[config.mk]
export PLATFORM = sky130hd
export DESIGN_NAME = ppgc_top
export DESIGN_NICKNAME = d
export VERILOG_FILES = /design/src/shared/ppgc_pkg.sv /design/src/verilog/ppgc_trig_sync.sv /design/src/verilog/ppgc_ahb_front.sv /design/src/verilog/ppgc_top.sv
export SDC_FILE = /design/constraint.sdc
export NUM_CORES = 1
export LEC_CHECK = 0
export BUFFER_PORTS_ARGS = -buffer_cell sky130_fd_sc_hd__clkbuf_2
export CORE_MARGIN = 2
export CORE_UTILIZATION = 40
export DETAILED_ROUTE_END_ITERATION = 12
export GPL_ROUTABILITY_DRIVEN = 0
export PLACE_DENSITY = 0.7
export REMOVE_ABC_BUFFERS = 1
export SETUP_SLACK_MARGIN = 0.5
export SYNTH_ARGS = -nofsm -noshare
export SYNTH_HDL_FRONTEND = slang
export SYNTH_SLANG_ARGS = --single-unit
[constraint.sdc]
create_clock -name mclk_in -period 4 [get_ports mclk_in]
set_clock_uncertainty 0.1 [all_clocks]
set_input_delay 0.2 -clock mclk_in [delete_from_list [all_inputs] [get_ports mclk_in]]
set_output_delay 0.2 -clock mclk_in [all_outputs]
set_load 0.03 [all_outputs]
[src/shared/ppgc_pkg.sv]
// ppgc_pkg: register map, field positions and reset values of the pulse generator control slice
package ppgc_pkg;

    ////////////////////////////////////////////////////////////////////////////
    // register byte offsets
    localparam logic [11:0] OFF_CTRL = 12'h000;
    localparam logic [11:0] OFF_MODE = 12'h004;
    localparam logic [11:0] OFF_STAT = 12'h008;

    ////////////////////////////////////////////////////////////////////////////
    // trigger_irq_output_control fields
    localparam int CTRL_STOP_EDGE_EN_BIT = 7;
    localparam int CTRL_START_EDGE_EN_BIT = 6;
    localparam int CTRL_IRQ_EN_BIT = 5;
    localparam int CTRL_IRQ_FLAG_BIT = 4;
    localparam int CTRL_IRQ_SRC_LSB = 2;
    localparam int CTRL_PIN_OE_BIT = 1;
    localparam int CTRL_POLARITY_BIT = 0;
    localparam logic [7:0] CTRL_RESET = 8'h00;

    ////////////////////////////////////////////////////////////////////////////
    // timer_mode_control fields
    localparam int MODE_TIMER_EN_BIT = 7;
    localparam int MODE_SOFT_TRIG_BIT = 6;
    localparam int MODE_ONE_SHOT_BIT = 5;
    localparam int MODE_RETRIG_EN_BIT = 4;
    localparam int MODE_CLK_SEL_LSB = 1;
    localparam int MODE_MASK_EN_BIT = 0;
    localparam logic [7:0] MODE_RESET = 8'h00;

    ////////////////////////////////////////////////////////////////////////////
    // interrupt source codes
    localparam logic [1:0] SRC_TRIGGER = 2'h0;
    localparam logic [1:0] SRC_BORROW = 2'h1;
    localparam logic [1:0] SRC_EDGE = 2'h2;
    localparam logic [1:0] SRC_BORROW_EDGE = 2'h3;

    ////////////////////////////////////////////////////////////////////////////
    // ahb-lite encodings
    localparam logic [1:0] HTRANS_NONSEQ = 2'h2;
    localparam logic [1:0] HTRANS_SEQ = 2'h3;

endpackage : ppgc_pkg

[src/verilog/ppgc_trig_sync.sv]
// ppgc_trig_sync: two-stage synchroniser and edge detector for the hardware trigger input
`timescale 1ns/100ps
module ppgc_trig_sync (
    input wire logic mclk_in,     // operating clock
    input wire logic rst_n_in,    // synchronous reset, active low
    input wire logic trig_in,     // raw trigger level
    output logic rise_out,        // one-cycle pulse on rising edge
    output logic fall_out         // one-cycle pulse on falling edge
);

    logic meta_reg;
    logic sync_reg;
    logic last_reg;

    // first stage feeds only the second stage
    always_ff @(posedge mclk_in) begin
        if (!rst_n_in) begin
            meta_reg <= 1'b0;
            sync_reg <= 1'b0;
            last_reg <= 1'b0;
            rise_out <= 1'b0;
            fall_out <= 1'b0;
        end else begin
            meta_reg <= trig_in;
            sync_reg <= meta_reg;
            last_reg <= sync_reg;
            rise_out <= sync_reg & ~last_reg;
            fall_out <= ~sync_reg & last_reg;
        end
    end

endmodule : ppgc_trig_sync

[src/verilog/ppgc_ahb_front.sv]
// ppgc_ahb_front: ahb-lite address phase capture for the register slave
`timescale 1ns/100ps
module ppgc_ahb_front (
    input wire logic mclk_in,            // operating clock
    input wire logic rst_n_in,           // synchronous reset, active low
    input wire logic hsel_in,            // slave select
    input wire logic [11:0] haddr_in,    // byte address
    input wire logic [1:0] htrans_in,    // transfer type
    input wire logic hwrite_in,          // write when high
    input wire logic hready_in,          // bus ready
    output logic rd_req_out,             // read taken this cycle (comb)
    output logic wr_valid_out,           // write data phase now
    output logic [11:0] wr_addr_out      // address of the pending write
);

    logic take;

    always_comb begin
        take = hsel_in && hready_in &&
               (htrans_in == ppgc_pkg::HTRANS_NONSEQ || htrans_in == ppgc_pkg::HTRANS_SEQ);
        rd_req_out = take && !hwrite_in;
    end

    always_ff @(posedge mclk_in) begin
        if (!rst_n_in) begin
            wr_valid_out <= 1'b0;
            wr_addr_out <= 12'h000;
        end else begin
            wr_valid_out <= take && hwrite_in;
            if (take) begin
                wr_addr_out <= haddr_in;
            end
        end
    end

endmodule : ppgc_ahb_front

[src/verilog/ppgc_top.sv]
// ppgc_top: trigger, interrupt and output control of one 16-bit pulse generator channel
`timescale 1ns/100ps
module ppgc_top #(
    parameter int COUNT_WIDTH = 16  // width of cycle and duty values
) (
    input wire logic mclk_in,                       // operating clock
    input wire logic rst_n_in,                      // synchronous reset, active low
    input wire logic hsel_in,                       // ahb slave select
    input wire logic [11:0] haddr_in,               // ahb byte address
    input wire logic [1:0] htrans_in,               // ahb transfer type
    input wire logic hwrite_in,                     // ahb write
    input wire logic [2:0] hsize_in,                // ahb size, word only
    input wire logic hmastlock_in,                  // locked (rmw) transfer
    input wire logic hready_in,                     // ahb bus ready
    input wire logic [31:0] hwdata_in,              // ahb write data
    output logic [31:0] hrdata_out,                 // ahb read data
    output logic hreadyout_out,                     // ahb slave ready
    output logic hresp_out,                         // ahb response, always okay
    input wire logic hw_trigger_input_in,           // external trigger pin level
    input wire logic count_tick_in,                 // prescaled count clock tick
    input wire logic borrow_in,                     // down-counter borrow pulse
    input wire logic duty_match_in,                 // counter equals duty pulse
    input wire logic [COUNT_WIDTH-1:0] cycle_in,    // active cycle value
    input wire logic [COUNT_WIDTH-1:0] duty_in,     // active duty value
    input wire logic port_data_in,                  // general-purpose port level
    output logic counter_load_out,                  // pulse: load counter, start
    output logic counter_run_out,                   // counter may count
    output logic [2:0] clock_select_out,            // prescaler selection
    output logic pulse_output_pin_out,              // pin level
    output logic pin_output_enable_out,             // pin owned by generator
    output logic irq_out                            // interrupt request level
);

    ////////////////////////////////////////////////////////////////////////////
    // types
    typedef enum logic [2:0] {
        ST_STOP = 3'b001,
        ST_WAIT = 3'b010,
        ST_RUN = 3'b100
    } ppgc_run_e;

    typedef struct packed {
        ppgc_run_e st;
        logic stop_edge_enable;
        logic start_edge_enable;
        logic irq_enable;
        logic irq_flag;
        logic [1:0] irq_source_select;
        logic pin_output_enable;
        logic output_polarity_select;
        logic timer_enable;
        logic one_shot;
        logic soft_retrigger_enable;
        logic [2:0] clk_sel;
        logic output_mask_enable;
        logic wave;
        logic retrig_low;
        logic duty_irq_done;
        logic load;
        logic irq;
        logic pin;
        logic [31:0] rdata;
    } ppgc_state_s;

    localparam ppgc_state_s RESET_STATE = '{st: ST_STOP, default: '0};

    ////////////////////////////////////////////////////////////////////////////
    // helpers
    function automatic logic [7:0] ppgc_ctrl_byte(input ppgc_state_s s, input logic rmw);
        logic [7:0] b;
        b = ppgc_pkg::CTRL_RESET;
        b[ppgc_pkg::CTRL_STOP_EDGE_EN_BIT] = s.stop_edge_enable;
        b[ppgc_pkg::CTRL_START_EDGE_EN_BIT] = s.start_edge_enable;
        b[ppgc_pkg::CTRL_IRQ_EN_BIT] = s.irq_enable;
        b[ppgc_pkg::CTRL_IRQ_FLAG_BIT] = s.irq_flag | rmw;
        b[ppgc_pkg::CTRL_IRQ_SRC_LSB +: 2] = s.irq_source_select;
        b[ppgc_pkg::CTRL_PIN_OE_BIT] = s.pin_output_enable;
        b[ppgc_pkg::CTRL_POLARITY_BIT] = s.output_polarity_select;
        return b;
    endfunction : ppgc_ctrl_byte

    function automatic logic [7:0] ppgc_mode_byte(input ppgc_state_s s);
        logic [7:0] b;
        b = ppgc_pkg::MODE_RESET;
        b[ppgc_pkg::MODE_TIMER_EN_BIT] = s.timer_enable;
        b[ppgc_pkg::MODE_SOFT_TRIG_BIT] = 1'b0;
        b[ppgc_pkg::MODE_ONE_SHOT_BIT] = s.one_shot;
        b[ppgc_pkg::MODE_RETRIG_EN_BIT] = s.soft_retrigger_enable;
        b[ppgc_pkg::MODE_CLK_SEL_LSB +: 3] = s.clk_sel;
        b[ppgc_pkg::MODE_MASK_EN_BIT] = s.output_mask_enable;
        return b;
    endfunction : ppgc_mode_byte

    ////////////////////////////////////////////////////////////////////////////
    // submodules
    logic trig_rise;
    logic trig_fall;
    logic rd_req;
    logic wr_valid;
    logic [11:0] wr_addr;

    ppgc_trig_sync u_sync (
        .mclk_in(mclk_in),
        .rst_n_in(rst_n_in),
        .trig_in(hw_trigger_input_in),
        .rise_out(trig_rise),
        .fall_out(trig_fall)
    );

    ppgc_ahb_front u_front (
        .mclk_in(mclk_in),
        .rst_n_in(rst_n_in),
        .hsel_in(hsel_in),
        .haddr_in(haddr_in),
        .htrans_in(htrans_in),
        .hwrite_in(hwrite_in),
        .hready_in(hready_in),
        .rd_req_out(rd_req),
        .wr_valid_out(wr_valid),
        .wr_addr_out(wr_addr)
    );

    ////////////////////////////////////////////////////////////////////////////
    // next state
    ppgc_state_s r;
    ppgc_state_s n;
    logic soft_trig;
    logic start_evt;
    logic trig_evt;
    logic borrow_evt;
    logic edge_evt;
    logic src_evt;
    logic equal_cd;
    logic duty_valid;
    logic idle_lvl;
    logic run_lvl;

    always_comb begin
        n = r;
        n.load = 1'b0;
        soft_trig = 1'b0;
        trig_evt = 1'b0;
        borrow_evt = 1'b0;
        equal_cd = (cycle_in == duty_in);
        duty_valid = (duty_in != '0) && (duty_in <= cycle_in);

        // register writes, data phase
        if (wr_valid) begin
            if (wr_addr == ppgc_pkg::OFF_CTRL) begin
                n.stop_edge_enable = hwdata_in[ppgc_pkg::CTRL_STOP_EDGE_EN_BIT];
                n.start_edge_enable = hwdata_in[ppgc_pkg::CTRL_START_EDGE_EN_BIT];
                n.irq_enable = hwdata_in[ppgc_pkg::CTRL_IRQ_EN_BIT];
                if (!hwdata_in[ppgc_pkg::CTRL_IRQ_FLAG_BIT]) begin
                    n.irq_flag = 1'b0;
                end
                n.irq_source_select = hwdata_in[ppgc_pkg::CTRL_IRQ_SRC_LSB +: 2];
                n.pin_output_enable = hwdata_in[ppgc_pkg::CTRL_PIN_OE_BIT];
                n.output_polarity_select = hwdata_in[ppgc_pkg::CTRL_POLARITY_BIT];
            end else if (wr_addr == ppgc_pkg::OFF_MODE) begin
                n.timer_enable = hwdata_in[ppgc_pkg::MODE_TIMER_EN_BIT];
                soft_trig = hwdata_in[ppgc_pkg::MODE_SOFT_TRIG_BIT];
                n.one_shot = hwdata_in[ppgc_pkg::MODE_ONE_SHOT_BIT];
                n.soft_retrigger_enable = hwdata_in[ppgc_pkg::MODE_RETRIG_EN_BIT];
                n.clk_sel = hwdata_in[ppgc_pkg::MODE_CLK_SEL_LSB +: 3];
                n.output_mask_enable = hwdata_in[ppgc_pkg::MODE_MASK_EN_BIT];
            end
        end

        // start request from software or enabled rising edge
        start_evt = (soft_trig && n.timer_enable) ||
                    (trig_rise && n.start_edge_enable);

        // run control
        if (!n.timer_enable) begin
            n.st = ST_STOP;
            n.wave = 1'b0;
            n.retrig_low = 1'b0;
        end else begin
            case (r.st)
                ST_STOP, ST_WAIT: begin
                    n.st = ST_WAIT;
                    if (start_evt) begin
                        n.st = ST_RUN;
                        n.load = 1'b1;
                        n.wave = 1'b0;
                        n.retrig_low = 1'b0;
                        n.duty_irq_done = 1'b0;
                        trig_evt = 1'b1;
                    end
                end
                ST_RUN: begin
                    if (trig_fall && n.stop_edge_enable) begin
                        n.st = ST_WAIT;
                        n.wave = 1'b0;
                        n.retrig_low = 1'b0;
                    end else if (start_evt && (n.soft_retrigger_enable || !soft_trig)) begin
                        n.load = 1'b1;
                        n.wave = 1'b0;
                        n.retrig_low = equal_cd;
                        trig_evt = 1'b1;
                    end else begin
                        if (r.retrig_low && count_tick_in) begin
                            n.wave = 1'b1;
                            n.retrig_low = 1'b0;
                        end
                        if (duty_match_in && duty_valid) begin
                            n.wave = 1'b1;
                        end
                        if (borrow_in) begin
                            borrow_evt = 1'b1;
                            if (!equal_cd) begin
                                n.wave = 1'b0;
                            end
                            if (n.one_shot) begin
                                n.st = ST_WAIT;
                                n.wave = 1'b0;
                            end
                        end
                    end
                end
                default: begin
                    n.st = ST_STOP;
                end
            endcase
        end

        // rising internal wave is the active pin edge in either polarity
        edge_evt = n.wave && !r.wave && !(equal_cd && r.duty_irq_done);
        if (edge_evt && equal_cd) begin
            n.duty_irq_done = 1'b1;
        end

        // interrupt source selection
        case (n.irq_source_select)
            ppgc_pkg::SRC_TRIGGER: src_evt = trig_evt;
            ppgc_pkg::SRC_BORROW: src_evt = borrow_evt;
            ppgc_pkg::SRC_EDGE: src_evt = edge_evt;
            default: src_evt = borrow_evt || edge_evt;
        endcase
        if (src_evt) begin
            n.irq_flag = 1'b1;
        end
        n.irq = n.irq_flag && n.irq_enable;

        // pin level
        idle_lvl = n.output_polarity_select;
        run_lvl = (n.st == ST_RUN) && !n.output_mask_enable && n.wave;
        if (n.pin_output_enable) begin
            n.pin = run_lvl ^ idle_lvl;
        end else begin
            n.pin = port_data_in;
        end

        // read data, taken in the address phase from post-write values
        n.rdata = 32'h0000_0000;
        if (rd_req) begin
            if (haddr_in == ppgc_pkg::OFF_CTRL) begin
                n.rdata = {24'h000000, ppgc_ctrl_byte(n, hmastlock_in)};
            end else if (haddr_in == ppgc_pkg::OFF_MODE) begin
                n.rdata = {24'h000000, ppgc_mode_byte(n)};
            end else if (haddr_in == ppgc_pkg::OFF_STAT) begin
                n.rdata = {27'h0000000, n.retrig_low, n.wave, n.st};
            end
        end
    end

    ////////////////////////////////////////////////////////////////////////////
    // state register
    always_ff @(posedge mclk_in) begin
        if (!rst_n_in) begin
            r <= RESET_STATE;
        end else begin
            r <= n;
        end
    end

    ////////////////////////////////////////////////////////////////////////////
    // outputs straight from the state flops; hreadyout_out and hresp_out are constants
    always_comb begin
        hrdata_out = r.rdata;
        hreadyout_out = 1'b1;
        hresp_out = 1'b0;
        counter_load_out = r.load;
        counter_run_out = (r.st == ST_RUN);
        clock_select_out = r.clk_sel;
        pulse_output_pin_out = r.pin;
        pin_output_enable_out = r.pin_output_enable;
        irq_out = r.irq;
    end

endmodule : ppgc_top

==> out/qor.yml <==
synth_cell_types: 53
fmax_mhz: 344
final_hold_viol_count: 0
final_util_pct: 47.6
numCtsBuffers: 5
dp_hpwl_um: 5050
finalCritPeriodShare_pct: 72.6
finalWirelength_um: 6290
status: "finished clean"
synth_edf_count: 0
cts_tree: "yes"
synth_area_mm2: 0.00284
placed_area_mm2: 0.00314
diodes: 0
dieArea_mm2: 0.00778
grt_pass1_wl_um: 10200
antenna_found_initial: 0
synth_compound_gate_area_share_pct: 13.5
grt_max_degree: 30
path_max_fanout: 11
synth_seq_area_share_pct: 35.3
grtUsageTotal_pct: 16.5
post_cts_buffers: 0
final_cell_mix: "clkbuf_2 (79), dfxtp_1 (50), nand2_1 (39), a21oi_1 (29), nor2_1 (28)"
drt_iter0_markers: 94
muxShareOfSynthArea_pct: 6.53
synth_top_family_by_area: "simple AND/OR/NAND/NOR gates"
first_pass_iters: 4
cts.sinks: 50
drive_gt1_share_pct: 25.3
regArea_mm2: 0.00100
cts_root_buf: "clkbuf_8"
dp.cells: 494
rows: 30
grt_overflow: 0
ys_warn_count: 0
pin_count: 134
ys_async_sr_fraction_pct: 0
endpoint_kind: "flop"
final_cell_area_mm2: 0.00325
layout_commonest_cell: "clkbuf_2"
cp.required_ns: 4.10
p_leak_nw: 1.50
crit_type: "reg -> reg"
path_clk_slew_ns: 0.10
wl_per_cell_um: 12.5
viasPerCell: 4.86
syn_to_final_growth_pct: 14.7
die_h_um: 88.2
multi_input_area_mm2: 0.00152
regMostFlops: "r"
nets: 514
cp-start-kind: "flop"
final_cells: 503
postCtsHoldBufs: 1
avgSynthCellArea_um2: 8.37
setup_viol: 0
synthFlopType: "dfxtp_1"
fillers: 723
clk_latency_ns: 0.30
max-slew-margin-rel_pct: 59.8
slew_viol_final: 0
whs_ns: 0.0348
vias: 2445
dieWidth_um: 88.2
min_path_type: "in -> reg"
worst_ep_arrival_time_ns: 3.01
grt_pass1_vias: 2370
initial_core_util_pct: 41.5
htree_levels: 2
rsz0062_at_grt: "no"
synthSimpleGateAreaFrac_pct: 22.5
syn-instance-count: 339
drc: 0
ys_ff_latch: 50
ir_worst_vdd_uv: 184
yosys.area_share.adder_pct: 7.05
period_needed_ns: 2.90
cts_resized: 0
fin_setup_tns_ns: 0
worst_pin_slew_ns: 0.586
drt.antenna.violating_nets: 0
cap_viol_max_count: 0
core_area_mm2: 0.00683
power_density_mw_per_mm2: 307
largest_reg_flops: 17
numPortBuffers: 79
clk_path_buf_depth: 2
synth-xor-area-share_pct: 0.617
-- logic make-up after synthesis --
kind of cell	Yosys count
AO/OA/AOI/OAI	62
XOR/XNOR	2
adder cells (fa/ha/maj)	16
buffers and inverters	67
flip-flops	50
multiplexers	18
other	2
AND/OR/NAND/NOR	122
-- power by group --
group / internal (W) / total [W] / switching, W
Clock: 0.000184 / 0.000352 / 0.000167
Sequential: 0.000504 / 0.000509 / 0.00000427
Combinational: 0.0000508 / 0.000139 / 0.0000886
Total: 0.000740 / 0.00100 / 0.000260
-- final timing paths --
check / startpoint / endpoint / slack [ns] / cells after the start
hold reg to reg: u_sync.last_reg$_SDFF_PN0_ / u_sync.rise_out$_SDFF_PN0_ / 0.30 / 1
setup / recovery: u_front.wr_addr_out[10]$_SDFFE_PN0P_ / pulse_output_pin_out$_SDFF_PN0_ / 1.10 / 9
setup reg to reg: u_front.wr_addr_out[10]$_SDFFE_PN0P_ / pulse_output_pin_out$_SDFF_PN0_ / 1.10 / 9
hold / removal: haddr_in[1] / u_front.wr_addr_out[1]$_SDFFE_PN0P_ / 0.03 / 3
-- critical path, cell delays in order (launching register included) --
cell,delay (ns)
dfxtp_1,0.32
nor4_2,0.37
and4b_1,0.23
buf_4,0.21
mux2i_1,0.17
or2_1,0.28
a31oi_1,0.17
o21ai_1,0.16
or4_1,0.57
a31o_1,0.23
-- per-stage QoR --
step | power, W | setup slack (ns)
floorplan | 0.000603 | 1.19
global placement | 0.000654 | 0.973
detailed placement | 0.000658 | 0.962
CTS | 0.00100 | 1.10
global route | 0.00104 | 0.944
finish | 0.00100 | 1.10
-- cells in the mapped netlist, drive strengths merged, types with 2 or more instances --
cell type  count  area (µm²)
mux2           4        45.0
o21ai          9        45.0
o31ai          3        22.5
a31oi          2        12.5
nand3          5        25.0
a21oi         29         145
nand2b         2        12.5
dfxtp         50        1000
nand4          5        31.3
or3b           3        28.8
buf           41         308
ha            16         200
mux2i         14         140
o22ai          2        12.5
a211oi         4        35.0
or2            3        18.8
or3            3        18.8
and2           8        50.1
inv           20        75.1
o22a           2        17.5
and3           4        25.0
nor2          28         105
nor2b          2        12.5
or4            2        15.0
nor4           9        68.8
nor3           3        15.0
conb           2        7.51
nor3b          3        22.5
nand2         39         146
clkbuf         6        22.5
-- area by class of cell --
class                      count  share of cell area, %
multi-input combinational    246                   46.8
sequential                    50                   30.8
timing repair buffer          83                   13.1
tap                           96                   3.69
inverter                      20                   2.31
clock buffer                   5                   2.11
clock inverter                 3                   1.23
-- routing by layer --
metal  track usage (%)  part of all wire (%)  vias up
li1                  -                     -     1250
met1              20.5                    45     1113
met4              5.37                   1.3        0
met3              3.64                   5.3        8
met5                 0                     0        -
met2              28.4                    48       74
(Power assumes the default switching activity.)
